`config.mk`:
```
export PLATFORM = sky130hd
export DESIGN_NAME = prbs_bist
export DESIGN_NICKNAME = d
export VERILOG_FILES = /design/src/hw/prbs_bist_pkg.sv /design/src/hw/prbs_step_if.sv /design/src/hw/prbs_bist.sv /design/src/hw/prbs_byte_source.sv
export VERILOG_INCLUDE_DIRS = /design/src /design/src/hw
export SDC_FILE = /design/constraint.sdc
export NUM_CORES = 1
export LEC_CHECK = 0
export CORE_ASPECT_RATIO = 1.25
export CORE_UTILIZATION = 54
export CTS_CLUSTER_DIAMETER = 120
export DETAILED_ROUTE_END_ITERATION = 10
export DONT_BUFFER_PORTS = 1
export PLACE_DENSITY = 0.71
export RECOVER_POWER = 25
export SETUP_SLACK_MARGIN = 0.15
export SYNTH_ARGS = -nofsm -noshare
export SYNTH_HDL_FRONTEND = slang
export SYNTH_SLANG_ARGS = --single-unit
```
`constraint.sdc`:
```
create_clock -name clk_i -period 4.65 [get_ports clk_i]
set_input_delay 0.465 -clock clk_i [delete_from_list [all_inputs] [get_ports clk_i]]
set_output_delay 0.465 -clock clk_i [all_outputs]
set_load 0.01 [all_outputs]
```
`src/hw/prbs_bist_map.svh`:
```
// register offsets, field positions, reset values and constants of the test block
`ifndef PRBS_BIST_MAP_SVH
`define PRBS_BIST_MAP_SVH

// ---------------------------------------------------------------------------
// register offsets
// ---------------------------------------------------------------------------
`define OFS_TEST_CONTROL_MAIN        8'h16
`define OFS_RECEIVED_BYTE_COUNT      8'h71
`define OFS_TEST_CHECKER_STATUS_TWO  8'h72
`define OFS_RECEIVED_PACKET_COUNT    8'h73
`define OFS_TEST_PACKET_LENGTH       8'h7B
`define OFS_TEST_GAP_LENGTH          8'h7C
`define OFS_EVENT_STATUS             8'h80
`define OFS_EVENT_MASK               8'h81

// ---------------------------------------------------------------------------
// field positions
// ---------------------------------------------------------------------------
`define BIT_GEN_ENABLE               0
`define BIT_CHECK_ENABLE             1
`define BIT_COUNTER_WRAP_MODE        2
`define BIT_LOCK                     0
`define BIT_LOCK_CLEAR               1
`define BIT_BYTE_OVERFLOW            9
`define BIT_PACKET_OVERFLOW          10
`define EVT_BYTE_OVERFLOW            0
`define EVT_PACKET_OVERFLOW          1
`define EVT_ERROR_BYTE               2
`define EVT_PACKET_SENT              3
`define EVT_WIDTH                    4

// ---------------------------------------------------------------------------
// reset values and sequence constants
// ---------------------------------------------------------------------------
`define RST_TEST_PACKET_LENGTH       16'h05DC
`define RST_GAP_LENGTH_UNITS         8'h7D
`define RST_TEST_CONTROL_MAIN        16'h0000
`define PREAMBLE_NIBBLES             18'h0000D
`define PREAMBLE_NIBBLE              4'h5
`define SFD_BYTE                     8'hD5
`define GAP_BYTES_PER_UNIT           4
`define PRBS_SEED                    15'h7FFF

`endif

```
`src/hw/prbs_bist_pkg.sv`:
```
// types shared by the test packet generator and checker
package prbs_bist_pkg;

  typedef enum logic [2:0] {
    GEN_IDLE,
    GEN_PREAMBLE,
    GEN_SFD,
    GEN_PAYLOAD,
    GEN_GAP
  } gen_state_e;

  typedef logic [15:0] reg_word_t;

endpackage

```
`src/hw/prbs_step_if.sv`:
```
// handshake between a pseudo-random byte source and its user
`timescale 1ns/1ns
interface prbs_step_if;
  logic       restart;
  logic       advance;
  logic [7:0] value;

  modport source (
    input  restart,
    input  advance,
    output value
  );
  modport user (
    output restart,
    output advance,
    input  value
  );
endinterface

```
`src/hw/prbs_bist.sv`:
```
// test packet generator and pseudo-random sequence checker with registers
// How it works
// - packet overflow flag at status bit 10, held until counters cleared
// - byte overflow flag at status bit 9, held until counters cleared
// - writing one to status bit 1 clears both overflow flags
// - eight-bit error byte count sits in status bits 7:0
// - in saturate mode the error count stops at 0xFF
// - writing status bit 0 locks the visible counter values
// - writing status bit 1 locks the counters then zeroes them
// - packet payload length in bytes from 16-bit register, reset 1500
// - each packet starts with 13 nibbles of 0x5 then byte 0xD5
// - idle gap between packets set by eight-bit gap field
// - each gap unit adds four bytes; reset value gives 500 bytes
// - 16-bit received byte count, locked, saturating at 0xFFFF in mode 0
`timescale 1ns/1ns
`include "prbs_bist_map.svh"
module prbs_bist (
  // clock and reset
  input  wire logic        clk_i,
  input  wire logic        rstn_i,
  // register port
  input  wire logic [7:0]  reg_addr_i,
  input  wire logic [15:0] reg_wdata_i,
  input  wire logic        reg_write_i,
  input  wire logic        reg_read_i,
  output logic      [15:0] reg_rdata_o,
  // generated nibble stream
  output logic             tx_valid_o,
  output logic      [3:0]  tx_nibble_o,
  // received byte stream
  input  wire logic        rx_valid_i,
  input  wire logic        rx_sop_i,
  input  wire logic        rx_eop_i,
  input  wire logic [7:0]  rx_data_i,
  // interrupt
  output logic             irq_o
);

  // -------------------------------------------------------------------------
  // registers and address decode
  // -------------------------------------------------------------------------
  prbs_bist_pkg::reg_word_t control;
  prbs_bist_pkg::reg_word_t generated_packet_length;
  logic [7:0]               gap_length_units;
  logic [`EVT_WIDTH-1:0]    event_status;
  logic [`EVT_WIDTH-1:0]    event_mask;

  function automatic logic hit(input logic [7:0] a, input logic [7:0] ofs);
    return a == ofs;
  endfunction

  wire wr_control  = reg_write_i && hit(reg_addr_i, `OFS_TEST_CONTROL_MAIN);
  wire wr_status2  = reg_write_i &&
                     hit(reg_addr_i, `OFS_TEST_CHECKER_STATUS_TWO);
  wire wr_length   = reg_write_i && hit(reg_addr_i, `OFS_TEST_PACKET_LENGTH);
  wire wr_gap      = reg_write_i && hit(reg_addr_i, `OFS_TEST_GAP_LENGTH);
  wire wr_evstat   = reg_write_i && hit(reg_addr_i, `OFS_EVENT_STATUS);
  wire wr_evmask   = reg_write_i && hit(reg_addr_i, `OFS_EVENT_MASK);
  wire lock_pulse  = wr_status2 && reg_wdata_i[`BIT_LOCK];
  wire clear_pulse = wr_status2 && reg_wdata_i[`BIT_LOCK_CLEAR];
  wire gen_enable  = control[`BIT_GEN_ENABLE];
  wire chk_enable  = control[`BIT_CHECK_ENABLE];
  wire wrap_mode   = control[`BIT_COUNTER_WRAP_MODE];

  always_ff @(posedge clk_i or negedge rstn_i) begin
    if (!rstn_i) begin
      control                 <= `RST_TEST_CONTROL_MAIN;
      generated_packet_length <= `RST_TEST_PACKET_LENGTH;
      gap_length_units        <= `RST_GAP_LENGTH_UNITS;
      event_mask              <= '0;
    end else begin
      if (wr_control) begin
        control <= reg_wdata_i;
      end
      if (wr_length) begin
        generated_packet_length <= reg_wdata_i;
      end
      if (wr_gap) begin
        gap_length_units <= reg_wdata_i[7:0];
      end
      if (wr_evmask) begin
        event_mask <= reg_wdata_i[`EVT_WIDTH-1:0];
      end
    end
  end

  // -------------------------------------------------------------------------
  // packet generator
  // -------------------------------------------------------------------------
  prbs_step_if gen_step ();
  prbs_step_if chk_step ();

  prbs_byte_source gen_source (
    .clk_i  (clk_i),
    .rstn_i (rstn_i),
    .step   (gen_step)
  );

  prbs_bist_pkg::gen_state_e gen_state;
  prbs_bist_pkg::gen_state_e next_gen_state;
  logic [17:0]               nib_cnt;
  logic [17:0]               next_nib_cnt;
  logic [3:0]                next_nibble;
  logic                      next_valid;
  logic                      packet_sent;

  // lengths counted in nibbles, two per byte
  wire [17:0] payload_nibbles = {1'b0, generated_packet_length, 1'b0};
  wire [17:0] gap_nibbles     =
    18'({gap_length_units, 3'b000});
  // a length cut below the nibbles already sent lets the count run round
  wire        last_nib        = (nib_cnt == payload_nibbles - 18'h1);
  wire [3:0]  sfd_low         = 4'(`SFD_BYTE);
  wire [3:0]  sfd_high        = 4'(`SFD_BYTE >> 4);

  always_comb begin
    next_gen_state   = gen_state;
    next_nib_cnt     = nib_cnt + 18'h1;
    next_nibble      = 4'h0;
    next_valid       = 1'b0;
    packet_sent      = 1'b0;
    gen_step.restart = 1'b0;
    gen_step.advance = 1'b0;
    case (gen_state)
      prbs_bist_pkg::GEN_IDLE: begin
        next_nib_cnt = '0;
        if (gen_enable) begin
          next_gen_state = prbs_bist_pkg::GEN_PREAMBLE;
        end
      end
      prbs_bist_pkg::GEN_PREAMBLE: begin
        next_nibble = `PREAMBLE_NIBBLE;
        next_valid  = 1'b1;
        if (nib_cnt == `PREAMBLE_NIBBLES - 18'h1) begin
          next_gen_state = prbs_bist_pkg::GEN_SFD;
          next_nib_cnt   = '0;
        end
      end
      prbs_bist_pkg::GEN_SFD: begin
        // low nibble first, as on a nibble-wide media interface
        next_nibble      = nib_cnt[0] ? sfd_high : sfd_low;
        next_valid       = 1'b1;
        gen_step.restart = 1'b1;
        if (nib_cnt[0]) begin
          next_nib_cnt   = '0;
          next_gen_state = (payload_nibbles == '0) ?
                           prbs_bist_pkg::GEN_GAP :
                           prbs_bist_pkg::GEN_PAYLOAD;
        end
      end
      prbs_bist_pkg::GEN_PAYLOAD: begin
        next_nibble      = nib_cnt[0] ? gen_step.value[7:4] :
                                        gen_step.value[3:0];
        next_valid       = 1'b1;
        gen_step.advance = nib_cnt[0];
        if (last_nib) begin
          next_nib_cnt   = '0;
          packet_sent    = 1'b1;
          next_gen_state = prbs_bist_pkg::GEN_GAP;
        end
      end
      prbs_bist_pkg::GEN_GAP: begin
        if (nib_cnt >= gap_nibbles) begin
          next_nib_cnt   = '0;
          next_gen_state = gen_enable ? prbs_bist_pkg::GEN_PREAMBLE :
                                        prbs_bist_pkg::GEN_IDLE;
        end
      end
      default: begin
        next_gen_state = prbs_bist_pkg::GEN_IDLE;
        next_nib_cnt   = '0;
      end
    endcase
  end

  always_ff @(posedge clk_i or negedge rstn_i) begin
    if (!rstn_i) begin
      gen_state   <= prbs_bist_pkg::GEN_IDLE;
      nib_cnt     <= '0;
      tx_valid_o  <= 1'b0;
      tx_nibble_o <= 4'h0;
    end else begin
      gen_state   <= next_gen_state;
      nib_cnt     <= next_nib_cnt;
      tx_valid_o  <= next_valid;
      tx_nibble_o <= next_nibble;
    end
  end

  // -------------------------------------------------------------------------
  // sequence checker
  // -------------------------------------------------------------------------
  prbs_byte_source chk_source (
    .clk_i  (clk_i),
    .rstn_i (rstn_i),
    .step   (chk_step)
  );

  wire       rx_take  = chk_enable && rx_valid_i;
  // the expected sequence restarts at every packet's first byte
  wire [7:0] expected = rx_sop_i ? 8'(`PRBS_SEED) : chk_step.value;
  wire       mismatch = rx_take && (rx_data_i != expected);
  wire       pkt_end  = rx_take && rx_eop_i;

  assign chk_step.restart = rx_take && rx_sop_i;
  assign chk_step.advance = rx_take;

  logic [15:0] byte_live;
  logic [7:0]  err_live;
  logic [15:0] pkt_live;
  logic [15:0] byte_seen;
  logic [7:0]  err_seen;
  logic [15:0] pkt_seen;
  logic        byte_ovf;
  logic        pkt_ovf;

  wire byte_full = &byte_live;
  wire err_full  = &err_live;
  wire pkt_full  = &pkt_live;
  wire byte_wrap = rx_take && byte_full;
  wire pkt_wrap  = pkt_end && pkt_full;

  // a clear restarts from zero, so a byte in the same cycle still counts
  wire [15:0] byte_base = clear_pulse ? 16'h0000 : byte_live;
  wire [7:0]  err_base  = clear_pulse ? 8'h00 : err_live;
  wire [15:0] pkt_base  = clear_pulse ? 16'h0000 : pkt_live;
  wire byte_step = rx_take && (clear_pulse || wrap_mode || !byte_full);
  wire err_step  = mismatch && (clear_pulse || wrap_mode || !err_full);
  wire pkt_step  = pkt_end && (clear_pulse || wrap_mode || !pkt_full);

  always_ff @(posedge clk_i or negedge rstn_i) begin
    if (!rstn_i) begin
      byte_live <= '0;
    end else begin
      byte_live <= byte_base + {15'h0000, byte_step};
    end
  end

  always_ff @(posedge clk_i or negedge rstn_i) begin
    if (!rstn_i) begin
      err_live <= '0;
    end else begin
      err_live <= err_base + {7'h00, err_step};
    end
  end

  always_ff @(posedge clk_i or negedge rstn_i) begin
    if (!rstn_i) begin
      pkt_live <= '0;
    end else begin
      pkt_live <= pkt_base + {15'h0000, pkt_step};
    end
  end

  // a wrap in the very cycle of a clear still leaves its flag set, so
  // software never loses an overflow that raced its own clear
  wire byte_ovf_keep = byte_ovf && !clear_pulse;
  wire pkt_ovf_keep  = pkt_ovf && !clear_pulse;

  always_ff @(posedge clk_i or negedge rstn_i) begin
    if (!rstn_i) begin
      byte_ovf <= 1'b0;
      pkt_ovf  <= 1'b0;
    end else begin
      byte_ovf <= byte_ovf_keep | byte_wrap;
      pkt_ovf  <= pkt_ovf_keep | pkt_wrap;
    end
  end

  // software sees a snapshot so multi-register reads stay coherent
  always_ff @(posedge clk_i or negedge rstn_i) begin
    if (!rstn_i) begin
      byte_seen <= '0;
      err_seen  <= '0;
      pkt_seen  <= '0;
    end else if (lock_pulse || clear_pulse) begin
      byte_seen <= byte_live;
      err_seen  <= err_live;
      pkt_seen  <= pkt_live;
    end
  end

  // -------------------------------------------------------------------------
  // events and interrupt
  // -------------------------------------------------------------------------
  logic [`EVT_WIDTH-1:0] evt_raw;

  always_comb begin
    evt_raw                       = '0;
    evt_raw[`EVT_BYTE_OVERFLOW]   = byte_wrap;
    evt_raw[`EVT_PACKET_OVERFLOW] = pkt_wrap;
    evt_raw[`EVT_ERROR_BYTE]      = mismatch;
    evt_raw[`EVT_PACKET_SENT]     = packet_sent;
  end

  wire [`EVT_WIDTH-1:0] evt_clear =
    wr_evstat ? reg_wdata_i[`EVT_WIDTH-1:0] : '0;

  always_ff @(posedge clk_i or negedge rstn_i) begin
    if (!rstn_i) begin
      event_status <= '0;
    end else begin
      // a new event outranks a clear in the same cycle
      event_status <= (event_status & ~evt_clear) | evt_raw;
    end
  end

  assign irq_o = |(event_status & event_mask);

  // -------------------------------------------------------------------------
  // read path
  // -------------------------------------------------------------------------
  logic [15:0] read_mux;

  always_comb begin
    read_mux = 16'h0000;
    case (reg_addr_i)
      `OFS_TEST_CONTROL_MAIN:       read_mux = control;
      `OFS_RECEIVED_BYTE_COUNT:     read_mux = byte_seen;
      `OFS_TEST_CHECKER_STATUS_TWO: begin
        read_mux                       = {8'h00, err_seen};
        read_mux[`BIT_BYTE_OVERFLOW]   = byte_ovf;
        read_mux[`BIT_PACKET_OVERFLOW] = pkt_ovf;
      end
      `OFS_RECEIVED_PACKET_COUNT:   read_mux = pkt_seen;
      `OFS_TEST_PACKET_LENGTH:      read_mux = generated_packet_length;
      `OFS_TEST_GAP_LENGTH:         read_mux = {8'h00, gap_length_units};
      `OFS_EVENT_STATUS:            read_mux = 16'(event_status);
      `OFS_EVENT_MASK:              read_mux = 16'(event_mask);
      default:                      read_mux = 16'h0000;
    endcase
  end

  always_ff @(posedge clk_i or negedge rstn_i) begin
    if (!rstn_i) begin
      reg_rdata_o <= 16'h0000;
    end else if (reg_read_i) begin
      reg_rdata_o <= read_mux;
    end
  end

endmodule

```
`src/hw/prbs_byte_source.sv`:
```
// pseudo-random byte source, x^15 + x^14 + 1, eight steps per byte
`timescale 1ns/1ns
`include "prbs_bist_map.svh"
module prbs_byte_source (
  // clock and reset
  input  wire logic   clk_i,
  input  wire logic   rstn_i,
  // sequence port
  prbs_step_if.source step
);

  logic [14:0] state;
  logic [14:0] base;
  logic [14:0] next_state;

  function automatic logic [14:0] step8(input logic [14:0] s);
    logic [14:0] t;
    t = s;
    for (int i = 0; i < 8; i++) begin
      t = {t[13:0], t[14] ^ t[13]};
    end
    return t;
  endfunction

  // a restart that also advances lets the first byte be used in place
  assign base       = step.restart ? `PRBS_SEED : state;
  assign next_state = step.advance ? step8(base) : base;
  assign step.value = state[7:0];

  always_ff @(posedge clk_i or negedge rstn_i) begin
    if (!rstn_i) begin
      state <= `PRBS_SEED;
    end else begin
      state <= next_state;
    end
  end

endmodule

```
# [Word-level counts from Yosys, hierarchy flattened]
# Index checks and enable logic that the tools add are counted.
[op_classes] bitwise_logic=22 muxes=31 add_sub_neg=5 n_reduce_logical=36 order_cmp=1 n_eq_ne=20
[op_table] op="$pmux 16 s8" count=1
[op_table] op="$mux 18" count=4
[op_table] op="$pmux 18 s4" count=1
[op_table] op="$mux 15" count=4
[op_table] op="$eq 8x7->1 const B" count=5
[op_table] op="$add 16x1->16" count=2
[op_table] op="$mux 16" count=2
[op_table] op="$reduce_and 16->1" count=2
[op_table] op="$logic_and 1x1->1" count=19
[op_table] op="$add 18x1->18 const B" count=1
[op_table] op="$eq 18x18->1" count=1
[op_table] op="$eq 18x4->1 const B" count=1
[op_table] op="$ge 18x11->1" count=1
[op_table] op="$logic_not 18->1" count=1
[op_table] op="$mux 3" count=6
[op_table] op="$sub 17x1->18 const B" count=1
[op_table] op="$eq 8x8->1 const B" count=2
[op_table] op="$mux 8" count=2
[op_table] op="$xor 1x1->1" count=16
[op_table] op="$pmux 3 s5" count=1
[op_table] op="$mux 4" count=3
[op_table] op="$pmux 4 s3" count=1
[op_table] op="$ne 2x2->1 const B" count=5
[op_table] op="$add 8x1->8" count=1
[op_table] op="other kinds (17)" count=32
[totals] register_bits=202 output_inout_bits=22 input_bits=39 elab_cells=135

# [Logic depth before layout (Yosys ltp)]
# Gate-level depths: netlist of the first run.
[logic_depth] depth_word=7 ltp_mapped=16

# [Modules after synthesis]
# Synthesis of the first run repeated with hierarchy kept, for this count alone.
[unflattened] hier_cells=988 area_unflattened_um2=10447.5
[by_module_without_submodules] mod="prbs_bist" seq_area_each_um2=4320.4 area_each_um2=8951.1 instances=1 cells_each=856
[by_module_without_submodules] mod="prbs_byte_source" seq_area_each_um2=394.1 area_each_um2=748.2 instances=2 cells_each=66

# [Worst setup path before layout of the first run]
# OpenSTA, ideal clock, no wires.
[synth_path] kind="input to register" from="input port reg_addr_i[7]" to="register pkt_live[12]" path_slack_ps=1266 t_required_ps=4518 setup_ps=132 n_path_buf=2 t_arrival_ps=3252 stages=16 cell_sequence="nand4b_1 -> or3_1 -> or2_2 -> clkbuf_1 -> nor2_1 -> and3_1 -> clkbuf_1 -> nor2_1 -> a21oi_1 -> ha_1 -> ha_1 -> nand3_1 -> nor2_1 -> nand4_1 -> xor2_1 -> nor2_1"
[synth_via] elab_chain_len=7
[synth_rtl] element="from (decl)" line="prbs_bist.sv:22" rtl="input wire logic [7:0] reg_addr_i,"
[synth_rtl] element="$eq 8x7->1 (*)" line="prbs_bist.sv:49" rtl="return a == ofs;"
[synth_rtl] element="$logic_and 1x1->1 (*)" line="prbs_bist.sv:53" rtl="wire wr_status2 = reg_write_i &&"
[synth_rtl] element="$logic_and 1x1->1 (*)" line="prbs_bist.sv:60" rtl="wire clear_pulse = wr_status2 && reg_wdata_i[`BIT_LOCK_CLEAR];"
[synth_rtl] element="$logic_or 1x1->1 (2 in series)" line="prbs_bist.sv:229" rtl="wire pkt_step = pkt_end && (clear_pulse || wrap_mode || !pkt_full);"
[synth_rtl] element="$logic_and 1x1->1" line="prbs_bist.sv:229"
[synth_rtl] element="$add 16x1->16 (*)" line="prbs_bist.sv:251" rtl="pkt_live <= pkt_base + {15'h0000, pkt_step};"
[synth_rtl] element="to (signal assigned)" line="prbs_bist.sv:251"
[synth_rtl] element="to (decl)" line="prbs_bist.sv:210" rtl="logic [15:0] pkt_live;"
# Every way passes the cells marked *; elsewhere a longest branch is shown, timed or not.
# A chain may end at the register's enable or synchronous reset.

# [Worst setup path after layout of the first run]
[layout_path] from="register generated_packet_length[0]" to="register gen_state[2]"
[layout_via] elab_chain_len=4
[layout_rtl] element="from (decl)" line="prbs_bist.sv:43" rtl="prbs_bist_pkg::reg_word_t generated_packet_length;"
[layout_rtl] element="from (signal assigned)" line="prbs_bist.sv:68" rtl="generated_packet_length <= `RST_TEST_PACKET_LENGTH;"
[layout_rtl] element="from (signal assigned)" line="prbs_bist.sv:76" rtl="generated_packet_length <= reg_wdata_i;"
[layout_rtl] element="$sub 17x1->18 / $logic_not 18->1 (equally long branches)" line="prbs_bist.sv:112, prbs_bist.sv:146"
[layout_rtl] element="$eq 18x18->1 / $mux 3 (equally long branches)" line="prbs_bist.sv:112, prbs_bist.sv:146"
[layout_rtl] element="$ne 2x2->1 (no line) / $mux 3 (equally long branches)"
[layout_rtl] element="$reduce_and 5->1 (no line) / $pmux 3 s5 (equally long branches)"
[layout_rtl] element="to (signal assigned)" line="prbs_bist.sv:178" rtl="gen_state <= prbs_bist_pkg::GEN_IDLE;"
[layout_rtl] element="to (signal assigned)" line="prbs_bist.sv:183" rtl="gen_state <= next_gen_state;"
[layout_rtl] element="to (decl)" line="prbs_bist.sv:99" rtl="prbs_bist_pkg::gen_state_e gen_state;"
# Parallel ways exist; a longest one is shown, timed or not. The select of a mux whose other input is x is not followed.

==> summary.md, run 1 <==
| Metric | Value |
|---|---|
| Register area | 5110 um^2 |
| Most used standard cell by instance count after synthesis | dfrtp_1 |
| Critical path data arrival time | 4050 ps |
| Failing checks | DRC, hold timing |
| Remaining global-route overflow | 0 |
| Worst skew pair latency | 510 ps |
| Leading post-synthesis cells by cell area | dfrtp_1 (39%), dfstp_2 (11%), mux2_2 (9.5%) |
| Critical path's largest stage delay | 600 ps |
| Final Cycle Share | 0.775 |
| FMAX | 278 MHz |
| Gr busiest metal | met2 |
| Cells after synthesis | 981 |
| Req. time, crit path | 5100 ps |
| Clock skew | 12.8 ps |
| Warnings from Yosys | 0 |
| Fraction of registers with async set/reset | 1.00 |
| CP Cell Sequence | inv_1, ha_1, or3b_1, nor4_1, o211ai_1, a2111o_1, a2111oi_4, a31o_1, a31o_2 |
| Post-synth EDFFs | 0 |
| First-pass iteration count of the detailed router | 8 |
| Non-Filler Instances | 1,210 |
| Vias per inst | 6.03 |
| Vias in the first global route | 7,146 |
| DRT iter0 DRCs | 548 |
| Mapped Area | 10,300 um^2 |
| All-Layer GR Usage | 0.249 |
| Critical path startpoint category | flip-flop |
| Worst vdd ir | 0.000302 V |
| Setup tns final | 0 ps |
| GR Util met1 | 0.306 |
| CP max FO | 17 |
| Met3 Use GR | 0.0480 |
| Hold slack | -347 ps |
| M2 GR Usage | 0.436 |
| Crit. End Element | flip-flop |
| List of most frequent post-synthesis cells | dfrtp_1 (159), nor2_1 (101), mux2_2 (87), nand2_1 (86), xnor2_1 (50) |
| CP Buf/Inv Count | 1 |
| Post-synth cell types | 69 |
| Lkg Pwr | 4.93 nW |
| Chip width | 125 um |
| Number of H-tree levels | 1 |
| Antenna Violating Nets Remaining | 0 |
| Fraction of layout cells with a size suffix above 1 | 0.191 |
| Worst path slowest cell | a31o_1 |
| Final min period | 3600 ps |
| Multi-input logic area | 4830 um^2 |
| DP Area | 10,400 um^2 |
| PD cells | 413 nW/um^2 |
| Avg Inst Size Synth | 10.5 um^2 |
| PortBufs | 0 |
| Post-DP HPWL | 16,600 um |
| Post-CTS setup buffer count | 0 |
| Layout area overhead | 8.66% |
| Relative slew margins | 0.198 |
| Dpl cells | 1,170 |
| Clock-pin transition on the worst setup and hold timing paths | 60 ps |
| RSZ-0062 raised after global routing | no |
| TritonCTS clock tree | yes |
| Routed length per placed instance | 19.5 um |
| Post-synthesis sequential area ratio | 0.497 |
| Die Y-Extent | 156 um |
| Number of fill cells | 1,562 |
| Clk root buf | clkbuf_16 |
| Synth top area share | 0.387 |
| I/O Pins | 61 |
| CTS resizes | 0 |
| First-pass GRT wire length | 38,300 um |
| Via count | 7,298 |
| WL final | 23,500 um |
| Main synth FF type | dfrtp_1 |
| Final hold violation count | 202 |
| Die area | 19,600 um^2 |
| Final setup fails | 0 |
| Synth area leader | dfrtp_1 |
| WP depth | 9 |
| N_diodes | 0 |
| Num rows | 56 |
| Post-layout util | 0.597 |
| Hold crit path type | input pin to async pin |
| Core Area | 18,700 um^2 |
| Starting Density | 0.549 |
| Worst Reg-to-Reg Cells | 9 |
| Layout Nets | 1,020 |
| DRC Markers | 6 |
| Max-cap violations | 0 |
| CP Class | flip-flop to flip-flop |
| Delay-heaviest family, CP | compound AO/OA/AOI/OAI gates |
| Clk sinks | 202 |
| Slew Viols, Final | 0 |
| Worst-margin pin slew | 1200 ps |
| Num CTS Buffers | 22 |
| Clk buf depth | 3 |
| RePlAce Congestion | 0.909 |
| Design area | 11,200 um^2 |
| Initial antenna violation count | 0 |
| Register bit total from synthesis | 202 |
| Status | complete, but fails checks |
| Syn Nets | 1,039 |
| Pin count of the biggest net entering global routing | 203 |
[sequential cells by signal, indices dropped and copies added (netlist names), 8 cells and up]
register	flops
pkt_seen	16
err_seen	8
generated_packet_length	16
chk_source.state	15
err_live	8
pkt_live	16
reg_rdata_o	16
byte_live	16
nib_cnt	18
gap_length_units	8
byte_seen	16
control	16
gen_source.state	15
[worst register-to-register path, delay by kind of cell, from the launching register on]
| kind | cells | cell delay (ps) |
|---|---|---|
| AOI/OAI and AO/OA | 5 | 1880 |
| adders and majority gates | 1 | 230 |
| buffers and inverters | 1 | 150 |
| DFF | 1 | 460 |
| and+or+nand+nor | 2 | 820 |
[final cells by class]
| class | count | share of cell area |
|---|---|---|
| clock buffer | 34 | 0.0589 |
| clock inverter | 6 | 0.00774 |
| inverter | 36 | 0.0121 |
| multi-input combinational | 693 | 0.433 |
| sequential | 202 | 0.458 |
| tap | 232 | 0.0260 |
| timing repair buffer | 7 | 0.00471 |
[path summary, 6_finish.rpt]
kind | startpoint | endpoint | slack, ps
worst min-delay path | rstn_i | gen_state[2] | -350
worst max-delay path | generated_packet_length[0] | gen_state[2] | 1050
min in group clk_i | reg_read_i | reg_rdata_o[6] | 50
worst min register to register | chk_source.state[14] | chk_source.state[14] | 470
worst max register to register | generated_packet_length[0] | gen_state[2] | 1050
max in group asynchronous | rstn_i | generated_packet_length[7] | 4640
[routing by layer]
| layer | up-vias | share of wire |
|---|---|---|
| met5 | - | 0 |
| met4 | 0 | 0.030 |
| met3 | 49 | 0.054 |
| met2 | 187 | 0.50 |
| met1 | 3618 | 0.41 |
| li1 | 3444 | - |
[per-stage QoR]
stage	power [mW]	setup slack, ps
2_1_floorplan	2.72	1270
3_3_place_gp	2.83	1020
3_5_place_dp	2.85	864
4_1_cts	4.64	1040
5_1_grt	4.81	779
6_report	4.60	1050
[logic make-up after synthesis]
family | synth area share
buf+inv | 0.0334
fa+ha+maj | 0.0231
mux | 0.106
xor+xnor | 0.0725
flops | 0.497
simple gates | 0.154
compound gates | 0.113
[power breakdown]
part / switching (mW) / internal (mW)
clock network: 0.703 / 1.08
registers: 0.199 / 1.98
logic: 0.337 / 0.302
[cell usage in the layout, fill, tap and decap left out, types with 3 or more instances in the layout]
cell type	instances
dfrtp_1	159
nor2_1	101
mux2_2	87
nand2_1	86
xnor2_1	50
dfstp_2	43
inv_1	35
xor2_1	35
nand3_1	33
o21ai_0	31
a21oi_1	25
clkbuf_16	23
nor3_1	21
ha_1	19
and3_1	18
o22ai_1	15
nor4_1	13
a221oi_1	13
mux2i_1	11
a22oi_1	11
a22o_1	9
a21o_1	9
and2_1	8
nand4_1	8
a31oi_1	7
nor2b_1	7
clkbuf_1	7
buf_4	7
and4_1	5
o2bb2ai_1	5
or3_1	4
nor4b_1	4
a21boi_0	4
a222oi_1	4
a31o_2	4
clkbuf_8	4
or2_2	3
a211oi_1	3
nand2b_1	3
a2111oi_0	3
Note: power is estimated with default switching activity, not from simulation.
==> run 2: changes to the inputs <==
ABC_AREA = 1   (was unset)
PLACE_DENSITY = 0.74   (was 0.71)
clock period = 2.9 ns   (was 4.65 ns; I/O delays follow)
==> run 2 against run 1 <==
  * The flow finishes with violations (hold timing)
  * Hold slack worse by 180 ps
  * Flip-flop and latch count is the same
  * Global-route usage is 2.4 points higher
  * Area after synthesis rose by 5.4%
  * Sequential share of layout area down 3.6 points
  * Total power grew 80%
  * Via count rose by 26%
  * Non-clock buffer count is 37 higher
  * Setup slack worse by 690 ps
  * Critical path depth grew 6
  * Critical endpoint is now pkt_live[10]
==> summary.md, run 2 <==
| Metric | Value |
|---|---|
| Register bit total from synthesis | 202 |
| Crit. End Element | flip-flop |
| Slew Viols, Final | 0 |
| Req. time, crit path | 3290 ps |
| Worst skew pair latency | 530 ps |
| Warnings from Yosys | 0 |
| Clock-pin transition on the worst setup and hold timing paths | 60 ps |
| Final hold violation count | 202 |
| Mapped Area | 10,800 um^2 |
| Die area | 20,600 um^2 |
| Critical path data arrival time | 2940 ps |
| Starting Density | 0.554 |
| Routed length per placed instance | 16.3 um |
| Max-cap violations | 0 |
| Chip width | 129 um |
| Design area | 12,100 um^2 |
| Clock skew | 28.3 ps |
| Via count | 9,215 |
| CP Class | flip-flop to flip-flop |
| Clk sinks | 202 |
| DRT iter0 DRCs | 753 |
| RSZ-0062 raised after global routing | no |
| Number of H-tree levels | 1 |
| Die Y-Extent | 160 um |
| Antenna Violating Nets Remaining | 0 |
| Most used standard cell by instance count after synthesis | nand2_1 |
| Core Area | 19,500 um^2 |
| Main synth FF type | dfrtp_1 |
| Vias per inst | 5.53 |
| Number of fill cells | 1,681 |
| Status | complete, but fails checks |
| Initial antenna violation count | 0 |
| Hold crit path type | input pin to async pin |
| RePlAce Congestion | 0.911 |
| PortBufs | 0 |
| Max reg flops | 18 |
| Layout Nets | 1,442 |
| Post-DP HPWL | 19,600 um |
| Final Cycle Share | 0.879 |
| Fraction of registers with async set/reset | 1.00 |
| Post-synth EDFFs | 0 |
| DRC Markers | 0 |
| Setup tns final | 0 ps |
| Relative slew margins | 0.390 |
| Post-synth cell types | 54 |
| Most frequent cells in the layout | nand2_1 (319), inv_1 (179), dfrtp_1 (159) |
| Most flop-heavy register | nib_cnt |
| Synth top area share | 0.367 |
| Post-synthesis sequential area ratio | 0.472 |
| Post-CTS Hold Fix Bufs | 17 |
| Worst vdd ir | 0.000585 V |
| Layout area overhead | 11.9% |
| First-pass GRT wire length | 44,300 um |
| Worst-margin pin slew | 914 ps |
| Critical path startpoint category | flip-flop |
| All-Layer GR Usage | 0.272 |
| Final min period | 2550 ps |
| Synth area leader | dfrtp_1 |
| Vias in the first global route | 9,124 |
| Fraction of layout cells with a size suffix above 1 | 0.113 |
| List of most frequent post-synthesis cells | nand2_1 (319), inv_1 (179), dfrtp_1 (159), nor2_1 (131), o21ai_0 (112) |
| Failing checks | hold timing |
| Lkg Pwr | 6.00 nW |
| I/O Pins | 61 |
| Cells after synthesis | 1,355 |
| Num rows | 57 |
| DP Area | 11,200 um^2 |
| Final setup fails | 0 |
| WL final | 27,200 um |
| TritonCTS clock tree | yes |
| CP max FO | 3 |
| Commonest non-fill, non-tap cell in the layout | nand2_1 |
| Post-route setup slack | 352 ps |
| Post-layout util | 0.620 |
| N_diodes | 0 |
| FMAX | 393 MHz |
| Pin count of the biggest net entering global routing | 203 |
| Remaining global-route overflow | 0 |
| PD cells | 682 nW/um^2 |
| Hold slack | -528 ps |
| Clk root buf | clkbuf_16 |
| First-pass iteration count of the detailed router | 6 |
| Clk buf depth | 3 |
| Avg Inst Size Synth | 7.99 um^2 |
| Placement Setup Slack | 327 ps |
| Syn Nets | 1,413 |
| Num CTS Buffers | 23 |
| Total power | 8.27 mW |
| Leading post-synthesis cells by cell area | dfrtp_1 (37%), nand2_1 (11%), dfstp_2 (10%) |
-- run 2: cell types whose count changed after synthesis, sizes merged, moves of 27 or more --
| cell | previous run | this run |
|---|---|---|
| nand3 | 33 | 80 |
| nor2 | 101 | 150 |
| a21oi | 25 | 52 |
| mux2 | 87 | 4 |
| nand2 | 86 | 323 |
| inv | 35 | 183 |
| o21ai | 32 | 127 |
-- run 2: worst paths after layout --
check	start	slack, ps	to	cells past startpoint
max	pkt_live[7]	350	pkt_live[10]	15
min	rstn_i	-530	nib_cnt[2]	0
max reg2reg	pkt_live[7]	350	pkt_live[10]	15
min reg2reg	err_live[6]	440	err_live[6]	1
max in group asynchronous	rstn_i	3010	gen_source.state[5]	0
min in group clk_i	rx_sop_i	10	chk_source.state[9]	2
-- run 2: layout make-up --
class | count | area [um^2] | area share
clock buffer | 34 | 657 | 0.0542
tap | 265 | 332 | 0.0274
multi-input combinational | 927 | 4840 | 0.399
inverter | 186 | 698 | 0.0576
sequential | 202 | 5110 | 0.421
timing repair buffer | 44 | 398 | 0.0328
clock inverter | 8 | 93.8 | 0.00774
-- run 2: per-stage QoR --
step           hold WS (ps)  instances
2_1_floorplan         -5.59       1355
3_3_place_gp           3.14       1606
3_5_place_dp           3.89       1606
4_1_cts                -549       1665
5_1_grt                -558       1666
6_report               -528       1666
-- run 2: what timing repair did --
item	in CTS	in global routing
resized for setup	0	1
buffers inserted	0	1
setup endpoints to repair	0	4
hold endpoints to repair	246	202
-- run 2: kinds of logic (layout without fill, tap and decap cells) --
group           count (synthesis)  count (layout)  synth area share
compound gates                225             225             0.120
flops                         202             202             0.472
simple gates                  615             615             0.246
buf+inv                       226             272            0.0836
mux                             4               4           0.00555
xor+xnor                       64              64            0.0518
fa+ha+maj                      19              19            0.0220
-- run 2: power breakdown --
part	total (mW)	switching [mW]	internal, mW
registers	3.60	0.293	3.31
logic	1.79	1.13	0.659
clock network	2.88	1.14	1.74
total	8.27	2.56	5.71
-- run 2: critical path, cell delays in order (launching register included) --
cell and delay [ps]:
dfrtp_1 400, nand4_1 130, or4_1 440, nor4_2 210, nand2_1 90, nand2_1 70
inv_1 40, ha_1 200, ha_1 180, inv_1 90, nor2_1 70, nand2_1 120
nor3_2 70, nand2_1 80, xor2_1 180, inv_1 60
-- run 2: layer usage --
metal  global-route usage  vias to the layer above  wire length, um
met4                0.127                        0             1200
li1                     -                     4439                -
met1                0.328                     4361            11200
met3               0.0323                      105             1190
met2                0.482                      310            13600
met5                    0                        -                0
